### src/design/sbg_pkg.sv
// ----------------------------------------------------------------
// Serial baud generator constants
// ----------------------------------------------------------------
package sbg_pkg;

    // Bus geometry
    localparam int ADDR_W = 5;
    localparam int DATA_W = 32;
    localparam int BE_W = 4;
    localparam int REG_W = 8;
    localparam int DIV_W = 16;
    localparam int PRESC_W = 6;

    // Byte offsets of the four registers
    localparam logic [ADDR_W-1:0] OFS_BAUD_CONTROL = 5'h00;
    localparam logic [ADDR_W-1:0] OFS_TX_STATUS_CONTROL = 5'h04;
    localparam logic [ADDR_W-1:0] OFS_DIVISOR_LOW = 5'h08;
    localparam logic [ADDR_W-1:0] OFS_DIVISOR_HIGH = 5'h0C;

    // Baud control bit positions
    localparam int BC_AUTOBAUD_OVF = 7;
    localparam int BC_RX_IDLE = 6;
    localparam int BC_POLARITY = 4;
    localparam int BC_WIDE_SEL = 3;
    localparam int BC_WAKEUP_EN = 1;
    localparam int BC_AUTOBAUD_EN = 0;

    // Transmit status/control bit positions
    localparam int TS_CLOCK_SRC = 7;
    localparam int TS_NINE_BIT = 6;
    localparam int TS_TX_ENABLE = 5;
    localparam int TS_SYNC_MODE = 4;
    localparam int TS_BREAK_SEND = 3;
    localparam int TS_HIGH_SPEED = 2;
    localparam int TS_SHIFT_EMPTY = 1;
    localparam int TS_NINTH_BIT = 0;

    // Writable masks and reset values
    localparam logic [REG_W-1:0] BC_WR_MASK = 8'h1B;
    localparam logic [REG_W-1:0] TS_WR_MASK = 8'hFD;
    localparam logic [REG_W-1:0] BC_RESET = 8'h00;
    localparam logic [REG_W-1:0] TS_RESET = 8'h00;
    localparam logic [REG_W-1:0] DIV_RESET = 8'h00;

    // Prescale terminal counts: divide by 64, 16 and 4
    localparam logic [PRESC_W-1:0] PRESC_LAST_SLOW = 6'h3F;
    localparam logic [PRESC_W-1:0] PRESC_LAST_MID = 6'h0F;
    localparam logic [PRESC_W-1:0] PRESC_LAST_FAST = 6'h03;

endpackage

### src/design/sbg_timer.sv
`timescale 1ns/1ps
// ----------------------------------------------------------------
// Free-running baud timer with prescaler
// ----------------------------------------------------------------
module sbg_timer import sbg_pkg::*; (
    input wire logic sys_clk,
    input wire logic srst,
    input wire logic clkEn,
    input wire logic clearTimer,
    input wire logic wideSel,
    input wire logic highSpeed,
    input wire logic syncMode,
    input wire logic [DIV_W-1:0] divisor,
    output logic baudTick_q
);
    logic [PRESC_W-1:0] presc_q;
    logic [PRESC_W-1:0] prescLast;
    logic [DIV_W-1:0] cnt_q;
    logic [DIV_W-1:0] divEff;
    logic prescWrap;
    logic cntWrap;

    // Divide factor select; high speed bit ignored when synchronous
    always_comb begin
        if (syncMode) begin
            prescLast = PRESC_LAST_FAST;
        end else begin
            unique case ({highSpeed, wideSel})
                2'b00: prescLast = PRESC_LAST_SLOW;
                2'b11: prescLast = PRESC_LAST_FAST;
                default: prescLast = PRESC_LAST_MID;
            endcase
        end
    end

    // Narrow mode uses only the low divisor byte
    assign divEff = wideSel ? divisor : {8'h00, divisor[7:0]};
    assign prescWrap = (presc_q >= prescLast);
    assign cntWrap = prescWrap && (cnt_q >= divEff);

    // Prescaler; >= keeps it safe when the factor shrinks mid-count
    always_ff @(posedge sys_clk) begin
        if (srst) begin
            presc_q <= '0;
        end else if (clkEn) begin
            if (clearTimer || prescWrap) begin
                presc_q <= '0;
            end else begin
                presc_q <= presc_q + 6'h01;
            end
        end
    end

    // Divisor counter, reloads after each tick
    always_ff @(posedge sys_clk) begin
        if (srst) begin
            cnt_q <= '0;
        end else if (clkEn) begin
            if (clearTimer || cntWrap) begin
                cnt_q <= '0;
            end else if (prescWrap) begin
                cnt_q <= cnt_q + 16'h0001;
            end
        end
    end

    // One-cycle tick at each full period
    always_ff @(posedge sys_clk) begin
        if (srst) begin
            baudTick_q <= 1'b0;
        end else if (clkEn) begin
            baudTick_q <= cntWrap && !clearTimer;
        end
    end
endmodule

### src/design/sbg_top.sv
`timescale 1ns/1ps
module sbg_top import sbg_pkg::*; (
    input wire logic sys_clk,
    input wire logic srst,
    input wire logic clkEn,
    // Avalon-MM slave
    input wire logic [ADDR_W-1:0] avs_address,
    input wire logic avs_read,
    input wire logic avs_write,
    input wire logic [DATA_W-1:0] avs_writedata,
    input wire logic [BE_W-1:0] avs_byteenable,
    output logic [DATA_W-1:0] avs_readdata,
    output logic avs_waitrequest,
    // Status from the shift logic
    input wire logic receiveIdleIn,
    input wire logic shiftEmptyIn,
    input wire logic autobaudOverflowIn,
    input wire logic breakDoneIn,
    // Controls to the shift logic
    output logic baudTick,
    output logic clockDataPolarity,
    output logic wakeupEnable,
    output logic autobaudEnable,
    output logic clockSourceSelect,
    output logic nineBitTransmit,
    output logic transmitEnable,
    output logic syncMode,
    output logic breakSend,
    output logic ninthTransmitBit
);

    // ----------------------------------------------------------------
    // Register state
    // ----------------------------------------------------------------
    logic [REG_W-1:0] baudControl_q;
    logic [REG_W-1:0] txStatusControl_q;
    logic [REG_W-1:0] divisorLow_q;
    logic [REG_W-1:0] divisorHigh_q;
    logic receiveIdle_q;
    logic shiftEmpty_q;
    logic autobaudOvf_q;
    logic waitReq_q;
    logic [DATA_W-1:0] readData_q;
    logic divWrite_q;
    logic baudTickInt;

    // Bus decode
    logic busReq;
    logic busAccept;
    logic wrAccept;
    logic lowLane;
    logic hitBaud;
    logic hitTx;
    logic hitDivLow;
    logic hitDivHigh;
    logic [REG_W-1:0] readSel;

    assign busReq = avs_read || avs_write;
    assign busAccept = busReq && !waitReq_q;
    assign wrAccept = avs_write && !waitReq_q && lowLane;
    assign lowLane = avs_byteenable[0];
    assign hitBaud = (avs_address == OFS_BAUD_CONTROL);
    assign hitTx = (avs_address == OFS_TX_STATUS_CONTROL);
    assign hitDivLow = (avs_address == OFS_DIVISOR_LOW);
    assign hitDivHigh = (avs_address == OFS_DIVISOR_HIGH);

    // ----------------------------------------------------------------
    // Bus handshake
    // ----------------------------------------------------------------

    // Waitrequest drops for one cycle, one edge after a request appears
    always_ff @(posedge sys_clk) begin
        if (srst) begin
            waitReq_q <= 1'b1;
        end else if (clkEn) begin
            if (!waitReq_q) begin
                waitReq_q <= 1'b1;
            end else if (busReq) begin
                waitReq_q <= 1'b0;
            end
        end
    end

    // Read word assembly; unused bits and unmapped offsets give zero
    always_comb begin
        readSel = 8'h00;
        if (hitBaud) begin
            readSel = baudControl_q;
            readSel[BC_AUTOBAUD_OVF] = autobaudOvf_q;
            readSel[BC_RX_IDLE] = receiveIdle_q;
        end else if (hitTx) begin
            readSel = txStatusControl_q;
            readSel[TS_SHIFT_EMPTY] = shiftEmpty_q;
        end else if (hitDivLow) begin
            readSel = divisorLow_q;
        end else if (hitDivHigh) begin
            readSel = divisorHigh_q;
        end
    end

    // Read data is loaded as waitrequest falls and held until the next read
    always_ff @(posedge sys_clk) begin
        if (srst) begin
            readData_q <= '0;
        end else if (clkEn) begin
            if (avs_read && waitReq_q) begin
                readData_q <= {24'h000000, readSel};
            end
        end
    end

    assign avs_readdata = readData_q;
    assign avs_waitrequest = waitReq_q;

    // ----------------------------------------------------------------
    // Status sampling
    // ----------------------------------------------------------------

    // Shift logic flags are registered before software sees them
    always_ff @(posedge sys_clk) begin
        if (srst) begin
            receiveIdle_q <= 1'b1;
            shiftEmpty_q <= 1'b1;
            autobaudOvf_q <= 1'b0;
        end else if (clkEn) begin
            receiveIdle_q <= receiveIdleIn;
            shiftEmpty_q <= shiftEmptyIn;
            autobaudOvf_q <= autobaudOverflowIn;
        end
    end

    // ----------------------------------------------------------------
    // Control registers
    // ----------------------------------------------------------------

    // Baud control; read-only and unused bits never store
    always_ff @(posedge sys_clk) begin
        if (srst) begin
            baudControl_q <= BC_RESET;
        end else if (clkEn) begin
            if (wrAccept && hitBaud) begin
                baudControl_q <= avs_writedata[7:0] & BC_WR_MASK;
            end
        end
    end

    // Transmit control; break request self-clears, a software write wins
    always_ff @(posedge sys_clk) begin
        if (srst) begin
            txStatusControl_q <= TS_RESET;
        end else if (clkEn) begin
            if (wrAccept && hitTx) begin
                txStatusControl_q <= avs_writedata[7:0] & TS_WR_MASK;
            end else if (breakDoneIn) begin
                txStatusControl_q[TS_BREAK_SEND] <= 1'b0;
            end
        end
    end

    // Divisor bytes
    always_ff @(posedge sys_clk) begin
        if (srst) begin
            divisorLow_q <= DIV_RESET;
            divisorHigh_q <= DIV_RESET;
        end else if (clkEn) begin
            if (wrAccept && hitDivLow) begin
                divisorLow_q <= avs_writedata[7:0];
            end
            if (wrAccept && hitDivHigh) begin
                divisorHigh_q <= avs_writedata[7:0];
            end
        end
    end

    // Either divisor write restarts the timer on the next cycle
    always_ff @(posedge sys_clk) begin
        if (srst) begin
            divWrite_q <= 1'b0;
        end else if (clkEn) begin
            divWrite_q <= wrAccept && (hitDivLow || hitDivHigh);
        end
    end

    // ----------------------------------------------------------------
    // Baud timer
    // ----------------------------------------------------------------
    sbg_timer u_timer (
        .sys_clk(sys_clk),
        .srst(srst),
        .clkEn(clkEn),
        .clearTimer(divWrite_q),
        .wideSel(baudControl_q[BC_WIDE_SEL]),
        .highSpeed(txStatusControl_q[TS_HIGH_SPEED]),
        .syncMode(txStatusControl_q[TS_SYNC_MODE]),
        .divisor({divisorHigh_q, divisorLow_q}),
        .baudTick_q(baudTickInt)
    );

    // Control outputs come straight from register bits
    assign baudTick = baudTickInt;
    assign clockDataPolarity = baudControl_q[BC_POLARITY];
    assign wakeupEnable = baudControl_q[BC_WAKEUP_EN];
    assign autobaudEnable = baudControl_q[BC_AUTOBAUD_EN];
    assign clockSourceSelect = txStatusControl_q[TS_CLOCK_SRC];
    assign nineBitTransmit = txStatusControl_q[TS_NINE_BIT];
    assign transmitEnable = txStatusControl_q[TS_TX_ENABLE];
    assign syncMode = txStatusControl_q[TS_SYNC_MODE];
    assign breakSend = txStatusControl_q[TS_BREAK_SEND];
    assign ninthTransmitBit = txStatusControl_q[TS_NINTH_BIT];

    // Period helper: cycles since last tick, spoiled by any config change
    logic [23:0] sinceTick_q;
    logic periodValid_q;
    logic [23:0] expectPeriod;
    logic [6:0] factor;

    always_comb begin
        if (syncMode) begin
            factor = 7'h04;
        end else begin
            unique case ({txStatusControl_q[TS_HIGH_SPEED], baudControl_q[BC_WIDE_SEL]})
                2'b00: factor = 7'h40;
                2'b11: factor = 7'h04;
                default: factor = 7'h10;
            endcase
        end
        if (baudControl_q[BC_WIDE_SEL]) begin
            expectPeriod = {17'h00000, factor}
                * ({8'h00, divisorHigh_q, divisorLow_q} + 24'h000001);
        end else begin
            expectPeriod = {17'h00000, factor} * ({16'h0000, divisorLow_q} + 24'h000001);
        end
    end

    always_ff @(posedge sys_clk) begin
        if (srst) begin
            sinceTick_q <= '0;
            periodValid_q <= 1'b0;
        end else if (!clkEn || wrAccept) begin
            periodValid_q <= 1'b0;
            sinceTick_q <= '0;
        end else if (baudTickInt) begin
            sinceTick_q <= 24'h000001;
            periodValid_q <= 1'b1;
        end else begin
            sinceTick_q <= sinceTick_q + 24'h000001;
        end
    end
endmodule

### config.mk
export PLATFORM = sky130hd
export DESIGN_NAME = sbg_top
export DESIGN_NICKNAME = d
export VERILOG_FILES = /design/src/design/sbg_pkg.sv /design/src/design/sbg_timer.sv /design/src/design/sbg_top.sv
export SDC_FILE = /design/constraint.sdc
export NUM_CORES = 1
export LEC_CHECK = 0
export BUFFER_PORTS_ARGS = -buffer_cell sky130_fd_sc_hd__buf_4
export CORE_MARGIN = 2
export CORE_UTILIZATION = 50
export CTS_BUF_LIST = sky130_fd_sc_hd__clkbuf_4 sky130_fd_sc_hd__clkbuf_8
export DETAILED_ROUTE_END_ITERATION = 16
export PLACE_DENSITY_LB_ADDON = 0.1
export SYNTH_ARGS = -nofsm -noshare
export SYNTH_HDL_FRONTEND = slang
export SYNTH_SLANG_ARGS = --single-unit
### constraint.sdc
create_clock -name sys_clk -period 2.5 [get_ports sys_clk]
set_input_delay 0.75 -clock sys_clk [delete_from_list [all_inputs] [get_ports sys_clk]]
set_output_delay 0.75 -clock sys_clk [all_outputs]
set_load 0.02 [all_outputs]
# Word level (Yosys, flattened, before mapping)
# Cells that the tools add are included.
[word_totals] ff_bits=63 input_bits=50 out_inout_bits=43
[op_classes] addsub=2 order_cmp=2 n_eq_ne=4 mux=14 n_reduce_logical=27
[ops] cell="$mux W16" n=3
[ops] cell="$mux W8" n=4
[ops] cell="$add A16 B1 Y16 const B" n=1
[ops] cell="$ge A16 B16 Y1" n=1
[ops] cell="$reduce_and A2 Y1" n=7
[ops] cell="$mux W6" n=2
[ops] cell="$pmux W6 S2" n=1
[ops] cell="$eq A5 B4 Y1 const B" n=2
[ops] cell="$logic_and A1 B1 Y1" n=10
[ops] cell="$add A6 B1 Y6 const B" n=1
[ops] cell="$ge A6 B6 Y1" n=1
[ops] cell="$eq A5 B3 Y1 const B" n=1
[ops] cell="$logic_not A5 Y1" n=1
[ops] cell="$logic_or A1 B1 Y1" n=4
[ops] cell="$mux W1" n=4
[ops] cell="$reduce_bool A2 Y1" n=2
[ops] cell="$eq A2 B2 Y1 const B" n=1
[ops] cell="$logic_not A1 Y1" n=2
[ops] cell="$logic_not A2 Y1" n=1

# Logic depth before layout (Yosys ltp)
[logic_depth] ltp_word=8 ltp_mapped=9 ltp_nobuf=7

# Cells and area by module
# From an unflattened synthesis, not the netlist that was laid out.
[unflattened] hier_cells=392 area_unflattened_um2=3608.5
[modules_own_cells] mod="sbg_top" n_inst=1 cells_per_inst=201 area_per_inst_um2=2006.9 seq_area_each_um2=800.8
[modules_own_cells] mod="sbg_timer" n_inst=1 cells_per_inst=191 area_per_inst_um2=1601.5 seq_area_each_um2=460.4

# Worst setup path before layout
# OpenSTA, ideal clock, no wires.
[synth_timing] kind="flip-flop to flip-flop" startpoint="register baudControl_q[3]" endpoint="register u_timer.cnt_q[10]" setup_ns=0.138 arrival_ns=2.200 setup_slack_ns=0.162 path_stages_with_launch=10 n_path_buf=2 period_less_slack_ns=2.338 path_cell_list="dfxtp_1 -> clkbuf_1 -> nand2_1 -> ha_1 -> nand4_2 -> nor3_2 -> or4b_4 -> a31oi_4 -> buf_6 -> nor3_2"
[synth_between] elab_chain_cells=8
[synth_lines] item="from (decl)" line_no="sbg_top.sv:35" rtl="logic [REG_W-1:0] baudControl_q;"
[synth_lines] item="from (signal assigned)" line_no="sbg_top.sv:142" rtl="baudControl_q <= avs_writedata[7:0] & BC_WR_MASK;"
[synth_lines] item="$eq A2 B2 Y1 or $logic_not A2 Y1 (tied branches)" line_no="sbg_timer.sv:28" rtl="unique case ({highSpeed, wideSel})"
[synth_lines] item="$pmux W6 S2" line_no="sbg_timer.sv:28"
[synth_lines] item="$mux W6" line_no="sbg_timer.sv:25" rtl="if (syncMode) begin"
[synth_lines] item="$ge A6 B6 Y1" line_no="sbg_timer.sv:38" rtl="assign prescWrap = (presc_q >= prescLast);"
[synth_lines] item="$logic_and A1 B1 Y1" line_no="sbg_timer.sv:39" rtl="assign cntWrap = prescWrap && (cnt_q >= divEff);"
[synth_lines] item="$logic_or A1 B1 Y1" line_no="sbg_timer.sv:59" rtl="if (clearTimer || cntWrap) begin"
[synth_lines] item="$reduce_bool A2 Y1 (no line)"
[synth_lines] item="$reduce_and A2 Y1 (no line)"
[synth_lines] item="to (signal assigned)" line_no="sbg_timer.sv:62" rtl="cnt_q <= cnt_q + 16'h0001;"
[synth_lines] item="to (decl)" line_no="sbg_timer.sv:18" rtl="logic [DIV_W-1:0] cnt_q;"
# Several ways; a longest one is shown, not always the timed one.
# A chain may end at the register's enable or synchronous reset.

# Worst setup path after layout
[layout_timing] startpoint="register baudControl_q[3]" endpoint="register u_timer.cnt_q[8]"
# Same word-level chain as after synthesis.

==> impl_metrics.sql <==
INSERT INTO impl_metrics (metric_group, metric, value, unit) VALUES
('detailed_routing', 'route.detailed.drc', '0', ''),
('setup_path', 'critical_path.slowest_cell', 'sky130_fd_sc_hd__or3_4', ''),
('grt', 'gr-total-overflow', '0', ''),
('placed_design', 'numPortBuffers', '41', ''),
('die', 'die_area', '7789', 'sq um'),
('finish', 'cell_area_after_layout', '4207', 'sq um'),
('run_status', 'outcome', 'complete, no violations', ''),
('setup_path', 'crit_path_cell_trace', 'or3_4 > ha_1 > nand3_1 > o21ba_1 > buf_4 > a211oi_1 > xnor2_1 > nor3_2', ''),
('clock_network', 'clockRootBuffer', 'sky130_fd_sc_hd__clkbuf_8', ''),
('synth', 'synthDominantAreaCellType', 'sky130_fd_sc_hd__dfxtp_1', ''),
('synth', 'synthesized_cell_area', '3550', 'sq um'),
('pwr', 'comb_power_share', '7.5', '%'),
('placed_design', 'gp_congestion', '0.8293', ''),
('grt', 'gr-usage-all-layers', '22.18', '%'),
('detailed_routing', 'routed-wl-met3', '321', 'microns'),
('die', 'std_cell_rows', '30', ''),
('finish', 'final_nets', '515', ''),
('detailed_routing', 'route.top_layer_used', 'met4', ''),
('timing', 'final.min_clock_period', '2.397', 'ns'),
('grt', 'grt_max_degree', '45', ''),
('grt', 'grt_antenna_before_repair', '0', ''),
('synth', 'yosys_warnings', '0', ''),
('synth', 'yosys_register_bits', '63', ''),
('grt', 'wire_length_of_the_first_global_routing_pass', '13210', 'microns'),
('timing', 'clock-skew-final', '0.009081', 'ns'),
('timing', 'postLayoutSetupSlackWorst', '0.1035', 'ns'),
('synth', 'netlist-cell-type-count', '54', ''),
('setup_path', 'worst_path_largest_cell_delay', '0.42', 'ns'),
('setup_path', 'critical-path-top-delay-family', 'simple AND/OR/NAND/NOR gates', ''),
('detailed_routing', 'first_iter_violations', '133', ''),
('timing', 'final_max_slew_viol_count', '0', ''),
('pwr', 'netSwitchingFraction', '24.27', '%'),
('setup_path', 'critical_path_peak_fanout', '10', ''),
('timing', 'setup_repair_after_global_routing_missed_its_margin', 'yes', ''),
('detailed_routing', 'drt-wirelength-per-cell', '15.35', 'microns'),
('die', 'floorplan.die.height', '88.26', 'microns'),
('pwr', 'finalPower', '2186', 'uW'),
('detailed_routing', 'wl', '8349', 'microns'),
('synth', 'synth.top_cell.area_share', '35.53', '%'),
('synth', 'post_synth_main_area_contributors', 'sky130_fd_sc_hd__dfxtp_1, sky130_fd_sc_hd__ha_1, sky130_fd_sc_hd__mux2i_1', ''),
('pwr', 'switchingPower', '530.4', 'uW'),
('placed_design', 'dp_worst_setup_slack', '0.06256', 'ns'),
('timing', 'achievable-frequency', '417.3', 'MHz'),
('detailed_routing', 'met1_length', '3922', 'microns'),
('clock_network', 'postCtsSetupRepairBufs', '0', ''),
('setup_path', 'path_buf_inv', '1', ''),
('synth', 'synth-seq-area-share', '35.53', '%'),
('timing', 'setup_total_negative_slack', '0', 'ns'),
('grt', 'grt_pass1_vias', '2690', ''),
('die', 'chipWidth', '88.26', 'microns'),
('clock_network', 'cts_buffers', '9', ''),
('clock_network', 'clock_sink_count', '63', ''),
('pwr', 'internal_power', '1655', 'uW'),
('clock_network', 'clk_pin_slew', '0.07', 'ns'),
('detailed_routing', 'routed-via-count', '2959', ''),
('die', 'floorplan.io_pins', '93', ''),
('synth', 'postSynthAreaPerCell', '9.032', 'sq um'),
('synth', 'synth-edff-count', '0', ''),
('clock_network', 'clock_path_buffers', '2', ''),
('timing', 'finalHoldViolations', '0', ''),
('setup_path', 'critPathRequiredTime', '2.74', 'ns'),
('detailed_routing', 'antenna_violation_net_count_after_detailed_routing', '0', ''),
('pwr', 'power_density', '519.6', 'nW/um^2'),
('finish', 'layout_commonest_cell', 'sky130_fd_sc_hd__dfxtp_1', ''),
('finish', 'mostFrequentLayoutCells', 'sky130_fd_sc_hd__dfxtp_1, sky130_fd_sc_hd__buf_4, sky130_fd_sc_hd__nor2_1, sky130_fd_sc_hd__nand2_1, sky130_fd_sc_hd__mux2i_1', ''),
('detailed_routing', 'met2WireLength', '3921', 'microns'),
('flow_run', 'cap_viol_max_count', '0', ''),
('placed_design', 'placedInstanceArea', '3955', 'sq um'),
('pwr', 'leakagePower', '0.001736', 'uW'),
('finish', 'layout-area-overhead-vs-synth', '18.51', '%'),
('synth', 'synthFlopType', 'sky130_fd_sc_hd__dfxtp_1', '');
-- worst min-delay path: stages, from the launching register on --
cell and delay, ns:
sky130_fd_sc_hd__dfxtp_1 0.33, sky130_fd_sc_hd__nand2_1 0.06, sky130_fd_sc_hd__a21oi_1 0.05
-- state kept, by name (all words and copies together) (netlist names), 4 cells and up --
signal,flops
u_timer.cnt_q,16
avs_readdata,8
divisorHigh_q,8
divisorLow_q,8
txStatusControl_q,7
u_timer.presc_q,6
baudControl_q,4
-- final timing paths --
path                    start               end  slack (ns)  cells past startpoint
max          baudControl_q[3]  u_timer.cnt_q[8]        0.10                      8
min          baudControl_q[4]  baudControl_q[4]        0.48                      2
max reg2reg  baudControl_q[3]  u_timer.cnt_q[8]        0.10                      8
min reg2reg  baudControl_q[4]  baudControl_q[4]        0.48                      2
-- cells in the mapped netlist (2+ instances only) --
master	count
sky130_fd_sc_hd__a2111oi_2	2
sky130_fd_sc_hd__a211oi_1	8
sky130_fd_sc_hd__a21oi_1	19
sky130_fd_sc_hd__a221oi_1	5
sky130_fd_sc_hd__a22o_1	7
sky130_fd_sc_hd__a22oi_1	4
sky130_fd_sc_hd__and3_1	4
sky130_fd_sc_hd__buf_1	3
sky130_fd_sc_hd__buf_2	4
sky130_fd_sc_hd__buf_4	24
sky130_fd_sc_hd__clkbuf_1	9
sky130_fd_sc_hd__dfxtp_1	63
sky130_fd_sc_hd__ha_1	22
sky130_fd_sc_hd__inv_1	11
sky130_fd_sc_hd__mux2_2	7
sky130_fd_sc_hd__mux2i_1	25
sky130_fd_sc_hd__nand2_1	35
sky130_fd_sc_hd__nand3_1	11
sky130_fd_sc_hd__nand4_1	11
sky130_fd_sc_hd__nor2_1	41
sky130_fd_sc_hd__nor3_1	6
sky130_fd_sc_hd__nor3_2	13
sky130_fd_sc_hd__o211ai_1	3
sky130_fd_sc_hd__o21ai_0	8
sky130_fd_sc_hd__o21ai_1	2
sky130_fd_sc_hd__or3_1	6
sky130_fd_sc_hd__xnor2_1	8
sky130_fd_sc_hd__xor2_1	6
-- power by group through the flow --
| stage | logic (uW) | registers [uW] | clock network, uW |
|---|---|---|---|
| global placement | 162 | 1050 | 0 |
| CTS | 164 | 1020 | 1010 |
| global route | 180 | 1020 | 1050 |
| detailed placement | 163 | 1050 | 0 |
| finish | 164 | 1020 | 999 |
| floorplan | 122 | 1050 | 0 |
-- cell type report --
class,count,area [sq um]
multi-input combinational,300,2101
clock buffer,10,137.6
clock inverter,6,83.83
sequential,63,1262
fill,620,2625
timing repair buffer,58,460.4
tap,96,120.1
inverter,11,41.29
-- through the flow --
stage          cells  util, %
2_1_floorplan    416        -
3_3_place_gp     528    57.89
3_5_place_dp     528    57.89
4_1_cts          544    61.19
5_1_grt          544    61.58
6_report         544    61.58
-- metal layers --
layer	up-vias	global-route usage [%]
li1	1466	-
met5	-	0
met2	80	35.68
met4	0	9.366
met3	18	3.545
met1	1395	29.70
-- what timing repair did --
| item | CTS | global route |
|---|---|---|
| hold buffers | 0 | 0 |
| endpoints found under the setup margin | 1 | 20 |
| endpoints found under the hold margin | 0 | 0 |
| gates resized for setup | 1 | 6 |
-- kinds of logic (layout without fill, tap and decap cells) --
| logic type | count (synthesis) | count (layout) | synth area share, % |
|---|---|---|---|
| xor+xnor | 14 | 14 | 3.454 |
| simple gates | 139 | 139 | 20.59 |
| fa+ha+maj | 22 | 22 | 7.755 |
| buf+inv | 53 | 85 | 8.530 |
| flops | 63 | 63 | 35.53 |
| compound gates | 68 | 68 | 14.14 |
| mux | 33 | 33 | 9.905 |
| other cells | 1 | 24 | 0.1056 |
(Power assumes the default switching activity.)
